### src/hw/ims_pkg.sv
// ims_pkg: register map, field positions, reset values and timing constants
// for the i2c master-status and reservation block; no assumptions beyond 10 MHz clock.
package ims_pkg;
  localparam int unsigned CLK_HZ         = 10_000_000;
  localparam int unsigned ADDR_W         = 4;
  // register indices on the plain register port
  localparam logic [3:0] REG_STATUS      = 4'h0;
  localparam logic [3:0] REG_CTRL0       = 4'h1;
  localparam logic [3:0] REG_FLAG        = 4'h2;
  localparam logic [3:0] REG_SHIFT       = 4'h3;
  localparam logic [3:0] REG_IRQ_STAT    = 4'h4;
  localparam logic [3:0] REG_IRQ_MASK    = 4'h5;
  // bus_status_flags fields
  localparam int unsigned ST_MASTER      = 7;
  localparam int unsigned ST_ARB_LOST    = 6;
  localparam int unsigned ST_BUS_BUSY    = 1;
  localparam int unsigned ST_RESERVED    = 0;
  // bus_control_reg0 fields
  localparam int unsigned C0_ENABLE      = 7;
  localparam int unsigned C0_RELEASE     = 6;
  localparam int unsigned C0_STOP_IE     = 4;
  localparam int unsigned C0_START       = 1;
  // bus_flag_reg fields
  localparam int unsigned FL_RSV_DIS     = 0;
  // interrupt status fields
  localparam int unsigned IRQ_STOP       = 0;
  localparam int unsigned IRQ_ARB        = 1;
  localparam int unsigned IRQ_START      = 2;
  localparam logic [7:0] STATUS_RST      = 8'h00;
  localparam logic [7:0] CTRL0_RST       = 8'h00;
  localparam logic [7:0] FLAG_RST        = 8'h00;
  localparam logic [7:0] SHIFT_RST       = 8'h00;
  localparam logic [2:0] IRQ_RST         = 3'h0;
  // start hold: scl held high while sda falls, 4000 ns minimum
  localparam int unsigned START_HOLD_NS  = 4000;
  localparam int unsigned START_HOLD_CYC =
    (START_HOLD_NS * (CLK_HZ / 1_000_000) + 999) / 1000;
  localparam logic [7:0] START_HOLD_CNT  = 8'(START_HOLD_CYC);
  typedef enum logic [1:0] {IMS_IDLE, IMS_START, IMS_WAIT} ims_state_e;
endpackage

### src/hw/ims_core.sv
// ims_core: i2c master-status, arbitration-loss flag and communication reservation.
// assumes a plain register port on clk_i and scl/sda pins from outside (synchronised here);
// the shift engine sits outside, reports arbitration loss and takes the address-launch strobe.
//
// The placing of the registers and the address-and-strobe port are this design's own decisions.
`timescale 1ns/1ps
`default_nettype none
module ims_core
  import ims_pkg::*;
(
  input  wire logic                    clk_i,
  input  wire logic                    nrst_i,
  input  wire logic [ims_pkg::ADDR_W-1:0] addr_i,
  input  wire logic [7:0]              wdata_i,
  input  wire logic                    wr_i,
  input  wire logic                    rd_i,
  input  wire logic                    bit_access_i,
  output logic      [7:0]              rdata_o,
  input  wire logic                    scl_i,
  input  wire logic                    sda_i,
  output logic                         sda_o,
  output logic                         sda_oe_o,
  input  wire logic                    arb_lost_i,
  output logic                         addr_launch_o,
  output logic      [7:0]              addr_data_o,
  output logic                         irq_o
);
  import ims_pkg::*;

  logic [1:0] scl_s;
  logic [1:0] sda_s;
  logic       scl_q;
  logic       sda_q;
  logic       master;
  logic       arb_lost;
  logic       busy;
  logic       reserved;
  logic [7:0] ctrl0;
  logic [7:0] flag;
  logic [7:0] shift;
  logic       shift_valid;
  logic [2:0] irq_stat;
  logic [2:0] irq_mask;
  logic [7:0] hold_cnt;
  ims_state_e state;
  ims_state_e next_state;

  // second synchroniser stage and its delayed copy feed edge detection
  wire scl_h    = scl_s[1];
  wire sda_h    = sda_s[1];
  wire start_ev = scl_h && scl_q && sda_q && !sda_h;
  wire stop_ev  = scl_h && scl_q && !sda_q && sda_h;

  wire sel_st   = (addr_i == REG_STATUS);
  wire sel_c0   = (addr_i == REG_CTRL0);
  wire sel_fl   = (addr_i == REG_FLAG);
  wire sel_sh   = (addr_i == REG_SHIFT);
  wire sel_is   = (addr_i == REG_IRQ_STAT);
  wire sel_im   = (addr_i == REG_IRQ_MASK);
  wire wr_c0    = wr_i && sel_c0;
  wire rd_st    = rd_i && sel_st;
  wire enable   = ctrl0[C0_ENABLE];
  wire en_fall  = wr_c0 && enable && !wdata_i[C0_ENABLE];
  wire release_w = wr_c0 && wdata_i[C0_RELEASE];
  wire start_req = wr_c0 && wdata_i[C0_START] && enable;
  wire rsv_ok   = !flag[FL_RSV_DIS];
  wire bus_free = !busy;
  wire go_now   = start_req && bus_free && (state == IMS_IDLE);
  wire go_rsv   = reserved && stop_ev && enable;
  wire gen_start = (state == IMS_START) && (hold_cnt == 8'h00);
  wire lose     = arb_lost_i && master;
  wire clr_ald  = rd_st || bit_access_i || en_fall;
  wire clr_mst  = stop_ev || lose || release_w || en_fall;
  wire [2:0] irq_set = {gen_start, lose, stop_ev && ctrl0[C0_STOP_IE]};

  wire [7:0] status_w = {master, arb_lost, 4'h0, busy, reserved};
  wire [7:0] rd_mux =
      sel_st ? status_w :
      sel_c0 ? ctrl0 :
      sel_fl ? flag :
      sel_sh ? shift :
      sel_is ? {5'h00, irq_stat} :
      sel_im ? {5'h00, irq_mask} : 8'h00;

  always_ff @(posedge clk_i) begin
    scl_s <= {scl_s[0], scl_i};
    sda_s <= {sda_s[0], sda_i};
    scl_q <= scl_h;
    sda_q <= sda_h;
  end

  always_comb begin
    next_state = state;
    case (state)
      IMS_IDLE:  if (go_now || go_rsv) next_state = IMS_START;
      IMS_START: if (gen_start) next_state = IMS_WAIT;
      IMS_WAIT:  if (clr_mst) next_state = IMS_IDLE;
      default:   next_state = IMS_IDLE;
    endcase
  end

  always_ff @(posedge clk_i) begin
    if (!nrst_i) begin
      state    <= IMS_IDLE;
      hold_cnt <= 8'h00;
    end else begin
      state    <= next_state;
      if (state != IMS_START) hold_cnt <= START_HOLD_CNT;
      else if (hold_cnt != 8'h00) hold_cnt <= hold_cnt - 8'h01;
    end
  end

  // flags: the set term wins over any clear in the same cycle
  always_ff @(posedge clk_i) begin
    if (!nrst_i) begin
      master   <= STATUS_RST[ST_MASTER];
      arb_lost <= STATUS_RST[ST_ARB_LOST];
      busy     <= STATUS_RST[ST_BUS_BUSY];
      reserved <= STATUS_RST[ST_RESERVED];
    end else begin
      if (gen_start) master <= 1'b1;
      else if (clr_mst) master <= 1'b0;
      if (lose) arb_lost <= 1'b1;
      else if (clr_ald) arb_lost <= 1'b0;
      if (start_ev || gen_start) busy <= 1'b1;
      else if (stop_ev || lose || release_w) busy <= 1'b0;
      if (start_req && !bus_free && rsv_ok) reserved <= 1'b1;
      else if (go_rsv || release_w || en_fall || !enable) reserved <= 1'b0;
    end
  end

  always_ff @(posedge clk_i) begin
    if (!nrst_i) begin
      ctrl0 <= CTRL0_RST;
      flag  <= FLAG_RST;
      shift <= SHIFT_RST;
      shift_valid <= 1'b0;
      irq_stat <= IRQ_RST;
      irq_mask <= IRQ_RST;
    end else begin
      if (wr_c0) ctrl0 <= {wdata_i[7], 1'b0, wdata_i[5:2], 1'b0, wdata_i[0]};
      if (wr_i && sel_fl) flag <= wdata_i;
      if (stop_ev) shift_valid <= 1'b0;
      if (wr_i && sel_sh) begin
        shift <= wdata_i;
        // only an address loaded in the start state, outside a stop cycle, may go out
        shift_valid <= (state == IMS_START) && !stop_ev;
      end else if (addr_launch_o) shift_valid <= 1'b0;
      if (wr_i && sel_im) irq_mask <= wdata_i[2:0];
      irq_stat <= irq_set | (irq_stat & ~((wr_i && sel_is) ? wdata_i[2:0] : 3'h0));
    end
  end

  always_ff @(posedge clk_i) begin
    if (!nrst_i) begin
      rdata_o       <= 8'h00;
      sda_o         <= 1'b0;
      sda_oe_o      <= 1'b0;
      addr_launch_o <= 1'b0;
      addr_data_o   <= 8'h00;
      irq_o         <= 1'b0;
    end else begin
      rdata_o       <= rd_i ? rd_mux : 8'h00;
      // sda stays pulled low through the wait state, so no false stop follows the start
      sda_oe_o      <= (next_state != IMS_IDLE);
      sda_o         <= 1'b0;
      addr_launch_o <= gen_start && shift_valid;
      addr_data_o   <= shift;
      irq_o         <= |((irq_set | irq_stat) & irq_mask);
    end
  end

  a_start_sets_mst: assert property (@(posedge clk_i) disable iff (!nrst_i)
    gen_start |=> master) else $error("start did not set master flag");
  a_lose_flags: assert property (@(posedge clk_i) disable iff (!nrst_i)
    lose |=> arb_lost && !master) else $error("arbitration loss flags wrong");
  a_stop_clrs_mst: assert property (@(posedge clk_i) disable iff (!nrst_i)
    stop_ev && !gen_start |=> !master) else $error("stop did not clear master");
  a_read_clrs_ald: assert property (@(posedge clk_i) disable iff (!nrst_i)
    rd_st && !lose |=> !arb_lost) else $error("status read kept arb lost");
  a_bit_clrs_ald: assert property (@(posedge clk_i) disable iff (!nrst_i)
    bit_access_i && !lose |=> !arb_lost) else $error("bit access kept arb lost");
  a_rsv_disabled: assert property (@(posedge clk_i) disable iff (!nrst_i)
    flag[FL_RSV_DIS] && !reserved |=> !reserved) else $error("reserved while disabled");
  a_free_starts: assert property (@(posedge clk_i) disable iff (!nrst_i)
    go_now |=> state == IMS_START ##[1:60] master) else $error("free bus start missing");
  a_busy_tracks: assert property (@(posedge clk_i) disable iff (!nrst_i)
    start_ev |=> busy) else $error("start did not mark busy");
  a_release_clr: assert property (@(posedge clk_i) disable iff (!nrst_i)
    release_w && !gen_start |=> !master && !busy) else $error("release ignored");
  a_rsv_fires: assert property (@(posedge clk_i) disable iff (!nrst_i)
    go_rsv && state == IMS_IDLE |=> state == IMS_START) else $error("reservation idle");
  a_reset_zero: assert property (@(posedge clk_i)
    !nrst_i |=> status_w == STATUS_RST) else $error("status not cleared");


  // master flag and state machine agree
  a_master_state: assert property (@(posedge clk_i) disable iff (!nrst_i)
    master
    |-> state == IMS_WAIT)
    else $error("master flag outside wait state");
  a_idle_no_master: assert property (@(posedge clk_i) disable iff (!nrst_i)
    state == IMS_IDLE
    |-> !master)
    else $error("master flag set while idle");
  a_mst_holds: assert property (@(posedge clk_i) disable iff (!nrst_i)
    master && !clr_mst
    |=> master)
    else $error("master flag dropped without cause");
  a_release_mst: assert property (@(posedge clk_i) disable iff (!nrst_i)
    release_w && !gen_start
    |=> !master)
    else $error("release kept master flag");
  a_enfall_mst: assert property (@(posedge clk_i) disable iff (!nrst_i)
    en_fall && !gen_start
    |=> !master)
    else $error("disable kept master flag");
  a_ctrl_selfclr: assert property (@(posedge clk_i) disable iff (!nrst_i)
    wr_c0
    |=> !ctrl0[C0_RELEASE] && !ctrl0[C0_START])
    else $error("trigger bits stored");

  // arbitration flag
  a_lose_irq: assert property (@(posedge clk_i) disable iff (!nrst_i)
    lose
    |=> irq_stat[IRQ_ARB])
    else $error("arbitration loss not flagged in irq status");
  a_no_false_ald: assert property (@(posedge clk_i) disable iff (!nrst_i)
    !lose && !arb_lost
    |=> !arb_lost)
    else $error("arb lost set without loss");
  a_enfall_ald: assert property (@(posedge clk_i) disable iff (!nrst_i)
    en_fall && !lose
    |=> !arb_lost)
    else $error("disable kept arb lost");
  a_ald_holds: assert property (@(posedge clk_i) disable iff (!nrst_i)
    arb_lost && !clr_ald
    |=> arb_lost)
    else $error("arb lost dropped without cause");

  // start generation and wait state
  a_hold_drives: assert property (@(posedge clk_i) disable iff (!nrst_i)
    gen_start
    |-> sda_oe_o)
    else $error("sda not pulled during start");
  a_oe_active: assert property (@(posedge clk_i) disable iff (!nrst_i)
    sda_oe_o
    |-> state != IMS_IDLE)
    else $error("sda pulled while idle");
  a_wait_holds: assert property (@(posedge clk_i) disable iff (!nrst_i)
    state == IMS_WAIT && !clr_mst
    |=> state == IMS_WAIT)
    else $error("wait state left without cause");
  a_start_busy: assert property (@(posedge clk_i) disable iff (!nrst_i)
    gen_start
    |=> busy)
    else $error("own start did not mark busy");

  // reservation
  a_rsv_taken: assert property (@(posedge clk_i) disable iff (!nrst_i)
    start_req && !bus_free && rsv_ok
    |=> reserved)
    else $error("busy bus start not reserved");
  a_free_no_rsv: assert property (@(posedge clk_i) disable iff (!nrst_i)
    go_now && !reserved
    |=> !reserved)
    else $error("free bus start reserved");
  a_rsv_needs_en: assert property (@(posedge clk_i) disable iff (!nrst_i)
    !enable
    |=> !reserved)
    else $error("reservation kept while disabled");
  a_rsv_used: assert property (@(posedge clk_i) disable iff (!nrst_i)
    go_rsv && !start_req
    |=> !reserved)
    else $error("reservation kept after stop");
  a_stop_irq: assert property (@(posedge clk_i) disable iff (!nrst_i)
    stop_ev && ctrl0[C0_STOP_IE]
    |=> irq_stat[IRQ_STOP])
    else $error("stop interrupt missing");
  a_stop_voids: assert property (@(posedge clk_i) disable iff (!nrst_i)
    stop_ev && !(wr_i && sel_sh)
    |=> !shift_valid)
    else $error("address before stop kept");
  a_launch_valid: assert property (@(posedge clk_i) disable iff (!nrst_i)
    addr_launch_o
    |-> $past(shift_valid) && $past(gen_start))
    else $error("launch without valid address");
  a_stop_frees: assert property (@(posedge clk_i) disable iff (!nrst_i)
    stop_ev && !start_ev && !gen_start
    |=> !busy)
    else $error("stop did not free bus");

  c_free_start: cover property (@(posedge clk_i) disable iff (!nrst_i) go_now);
  c_bit_clear: cover property (@(posedge clk_i) disable iff (!nrst_i) bit_access_i && arb_lost);
  c_reserve: cover property (@(posedge clk_i) disable iff (!nrst_i) go_rsv);
  c_arb_loss: cover property (@(posedge clk_i) disable iff (!nrst_i) lose);
  c_launch: cover property (@(posedge clk_i) disable iff (!nrst_i) addr_launch_o);
endmodule // ims_core
`default_nettype wire

### config.mk
export PLATFORM = sky130hd
export DESIGN_NAME = ims_core
export DESIGN_NICKNAME = d
export VERILOG_FILES = /design/src/hw/ims_pkg.sv /design/src/hw/ims_core.sv
export SDC_FILE = /design/constraint.sdc
export NUM_CORES = 1
export LEC_CHECK = 0
export BUFFER_PORTS_ARGS = -buffer_cell sky130_fd_sc_hd__buf_2
export CAP_MARGIN = 25
export CORE_UTILIZATION = 56
export DETAILED_ROUTE_END_ITERATION = 16
export PLACE_DENSITY = 0.78
export REMOVE_ABC_BUFFERS = 1
export SYNTH_ARGS = -nofsm -noshare
export SYNTH_HDL_FRONTEND = slang
export SYNTH_SLANG_ARGS = --single-unit
### constraint.sdc
create_clock -name clk_i -period 1.69 [get_ports clk_i]
set_input_delay 0.338 -clock clk_i [delete_from_list [all_inputs] [get_ports clk_i]]
set_output_delay 0.338 -clock clk_i [all_outputs]
set_load 0.03 [all_outputs]
==> key figures <==
Routing
  – First DRT Iteration DRCs: 157
  – Post-detailed-route DRC marker count: 0
  – Detail-routed via count per cell: 5.452
  – Wire length per cell: 14.05 um
  – Number of detailed-route iterations in the first pass: 5
  – Vias: 2170
  – Final wirelength: between 5000 and 6000 um
  – Detail Route Antenna Nets: 0

Clock tree
  – Sink Count: 68
  – H-tree Lvls: 3
  – Clock tree from TritonCTS: done
  – Total clock buffers created by CTS: 9
  – Master cell of the clock root buffer: clkbuf_8
  – Setup Fix Bufs, Post-CTS: 0
  – Clock input transition at the sequential cells of the worst setup and hold paths: 0.06 ns
  – Longest Clk Path Bufs: 2
  – Insertion delay to the later sink of the worst-skew pair: 0.33 ns

Critical path
  – Worst EP required: 1.91 ns
  – Launching element type of the critical path: flip-flop
  – Critical path cell sequence: inv_1 -> ha_1 -> nor3b_2 -> a2111oi_2 -> xnor2_1 -> a21oi_1
  – Arrival time at the worst endpoint: 1.75 ns
  – Library cell contributing the largest single delay on the critical path: a2111oi_2
  – Worst-path maximum fanout: 4
  – Category of the most critical setup path: reg -> reg
  – Maximum cell stage delay along the critical path: slightly above 0.4 ns
  – Type of destination of the critical path: flip-flop

Global routing
  – Total global routing track utilization: 23.81%
  – First-pass GRT wire length: 9315 um
  – Pin count of the biggest net entering global routing: 27
  – Total overflow reported by the global router: 0
  – Antenna violations before repair: 0
  – Via count of the first global-routing pass: 1995

Power and ir drop
  – Combinational share of power: between 6 and 7%
  – Internal power: between 2 and 2.5 mW
  – Max VDD drop: 0.0006734 V
  – Cell area power density: 936.4 nW/um2
  – Sequential share of power: a little over half
  – Switching fraction of total power: 22.00%
  – Clock network fraction of total power: 39.7%
  – Leak Pwr: 1.410 nW
  – Switching power summed over all nets: 0.6652 mW
  – Pwr Total: 3.024 mW

Floorplan
  – Die extent in x: 72.10 um
  – Row count: 25
  – Area enclosed by the die boundary: 5198 um2
  – Initial cell density of the core: 58.25%
  – Die Y-Extent: 72.10 um
  – I/O pin cnt: 40
  – Placeable Area: 4723 um2

Synthesis
  – Primary flip-flop cell chosen by synthesis mapping: dfxtp_1
  – Simple-gate share of the synthesized area: 21.33%
  – Main combinational cell family by area after synthesis: simple AND/OR/NAND/NOR gates
  – XOR/XNOR Fraction of Synth Area: 1.910%
  – Number of cells produced by synthesis: 280
  – Share of flip-flops with an asynchronous set or reset after synthesis: 0%
  – Count of flip-flops with a built-in enable after synthesis: 0
  – Distinct cells, synth: 51
  – Yosys top cell area share: 49.48%
  – Synthesized-area fraction occupied by adder cells: less than 1%
  – Dominant cell type by area after synthesis: dfxtp_1
  – Post-synthesis mux area share: 12.73%
  – Mean post-synth cell area: between 9 and 10 um2
  – Syn Std Cell Area: roughly 2800 um2
  – Synthesized-area fraction occupied by ao, oa, aoi and oai cells: 10.14%
  – Count of synthesis-stage warnings from yosys: 0
  – Number of flip-flops and latches in the synthesized netlist: just under 70
  – Sequential cell area fraction in the yosys report: 49.48%
  – Leading cell types by total area after synthesis: dfxtp_1 49%, mux2i_1 9.5%, nor2_1 6.3%

Timing
  – Number of max-slew violations in the final report: 0
  – Post-layout min period: 1.533 ns
  – Unrepaired setup endpoints after global routing: false
  – Fmax: 652.4 MHz
  – Post-route fraction of the period consumed by the critical path: 90.70%
  – Number of setup violations in the final report: 0
  – Final setup skew: 0.005560 ns
  – Number of hold violations in the final report: 0
  – Sum Neg Setup Slack: 0 ns

Hold path
  – Worst min-delay path class: in -> reg

Cells and area
  – Total inserted antenna cells: 0
  – Layout Nets: 350
  – Most common cell after layout, fill and taps aside: dfxtp_1
  – Fraction of final layout cells with drive strength greater than 1: a little under a quarter
  – Finished Layout Cells: 398
  – Leading cell types in the layout, fill and taps excluded: 68 x dfxtp_1, 46 x nor2_1, 38 x buf_2
  – Area added between synthesis and finish: 17.37%

Placement
  – Routability Congestion: between 0.8 and 0.9
  – Number of instances in the placed design: 384
  – Buffers added on ports: 38
  – Post-detailed-placement half-perimeter wirelength: 4071 um

Flow run
  – Max-cap check violation count: 0

Status
  – Status: finished clean
## synth_stat cells (all sizes together) (2+ instances only)
cell type	instances
a2111oi	2
a21boi	4
a21oi	9
a22oi	5
a31oi	3
and2	11
and2b	3
and3	4
buf	10
clkbuf	5
dfxtp	68
ha	2
inv	3
mux2	6
mux2i	26
nand2	13
nand3	6
nand3b	2
nand4	3
nand4b	2
nor2	46
nor2b	9
nor3	2
nor3b	3
nor4	2
o21a	3
o21ai	6
xnor2	5
## worst paths after layout
check                   start  slack [ns]  depth (start not counted)     endpoint
setup / recovery  hold_cnt[0]        0.16                          6  hold_cnt[5]
hold / removal          sda_i        0.10                          1     sda_s[0]
setup reg to reg  hold_cnt[0]        0.16                          6  hold_cnt[5]
hold reg to reg      scl_s[0]        0.33                          0     scl_s[1]
## power groups by stage
stage	registers, mW	logic [mW]	clock network, mW
finish	1.64	0.187	1.20
global route	1.64	0.201	1.30
CTS	1.64	0.184	1.23
detailed placement	1.67	0.183	0
global placement	1.67	0.182	0
floorplan	1.67	0.0831	0
## per-layer routing
layer,vias up,wire length [um],GRT usage [%]
li1,1068,-,-
met1,1007,2397,29.35
met2,82,2674,38.01
met3,13,431,9.028
met4,0,87,8.715
met5,-,0,0
## worst max-delay path, delay by kind of cell (launching register included)
| kind | cells | cell delay, ns |
|---|---|---|
| AOI/OAI and AO/OA | 2 | 0.49 |
| DFF | 1 | 0.33 |
| adders and majority gates | 1 | 0.19 |
| and+or+nand+nor | 1 | 0.17 |
| xor gates and xnor gates | 1 | 0.16 |
| buffers and inverters | 1 | 0.08 |
## sequential cells by signal, summed over array words and instances (netlist names), 2 cells and up
| register | count |
|---|---|
| irq_mask | 3 |
| scl_s | 2 |
| hold_cnt | 8 |
| shift | 8 |
| irq_stat | 3 |
| addr_data_o | 8 |
| flag | 8 |
| state | 2 |
| rdata_o | 8 |
| sda_s | 2 |
| ctrl0 | 6 |
## kinds of logic after synthesis
logic type	after synthesis
flip-flops	68
buffers and inverters	19
AND/OR/NAND/NOR	111
adder cells (fa/ha/maj)	2
AO/OA/AOI/OAI	40
multiplexers	33
XOR/XNOR	6
other	1
## through the flow
stage | hold slack [ns] | area, um2 | worst slack, ns | util, %
after detailed placement | 0.3171 | 3053 | 0.08828 | 64.64
after global placement | 0.3127 | 3053 | 0.09621 | 64.64
after floorplan | 0.3096 | 2674 | 0.1739 | -
after CTS | 0.08481 | 3224 | 0.1040 | 68.26
final | 0.1050 | 3229 | 0.1572 | 68.37
after global routing | 0.07799 | 3229 | 0.1123 | 68.37
## repair_timing
action / CTS / global route
gates resized for setup: 0 / 1
endpoints found under the setup margin: 0 / 6
hold buffers: 0 / 0
## area by class of cell
cell class | count | area, um2
timing repair buffer | 52 | 295.3
sequential | 68 | 1361
clock inverter | 3 | 40.04
fill | 375 | 1494
tap | 67 | 83.83
multi-input combinational | 193 | 1303
inverter | 4 | 15.01
clock buffer | 11 | 131.4
No activity file was read; power rests on OpenSTA's default activity.
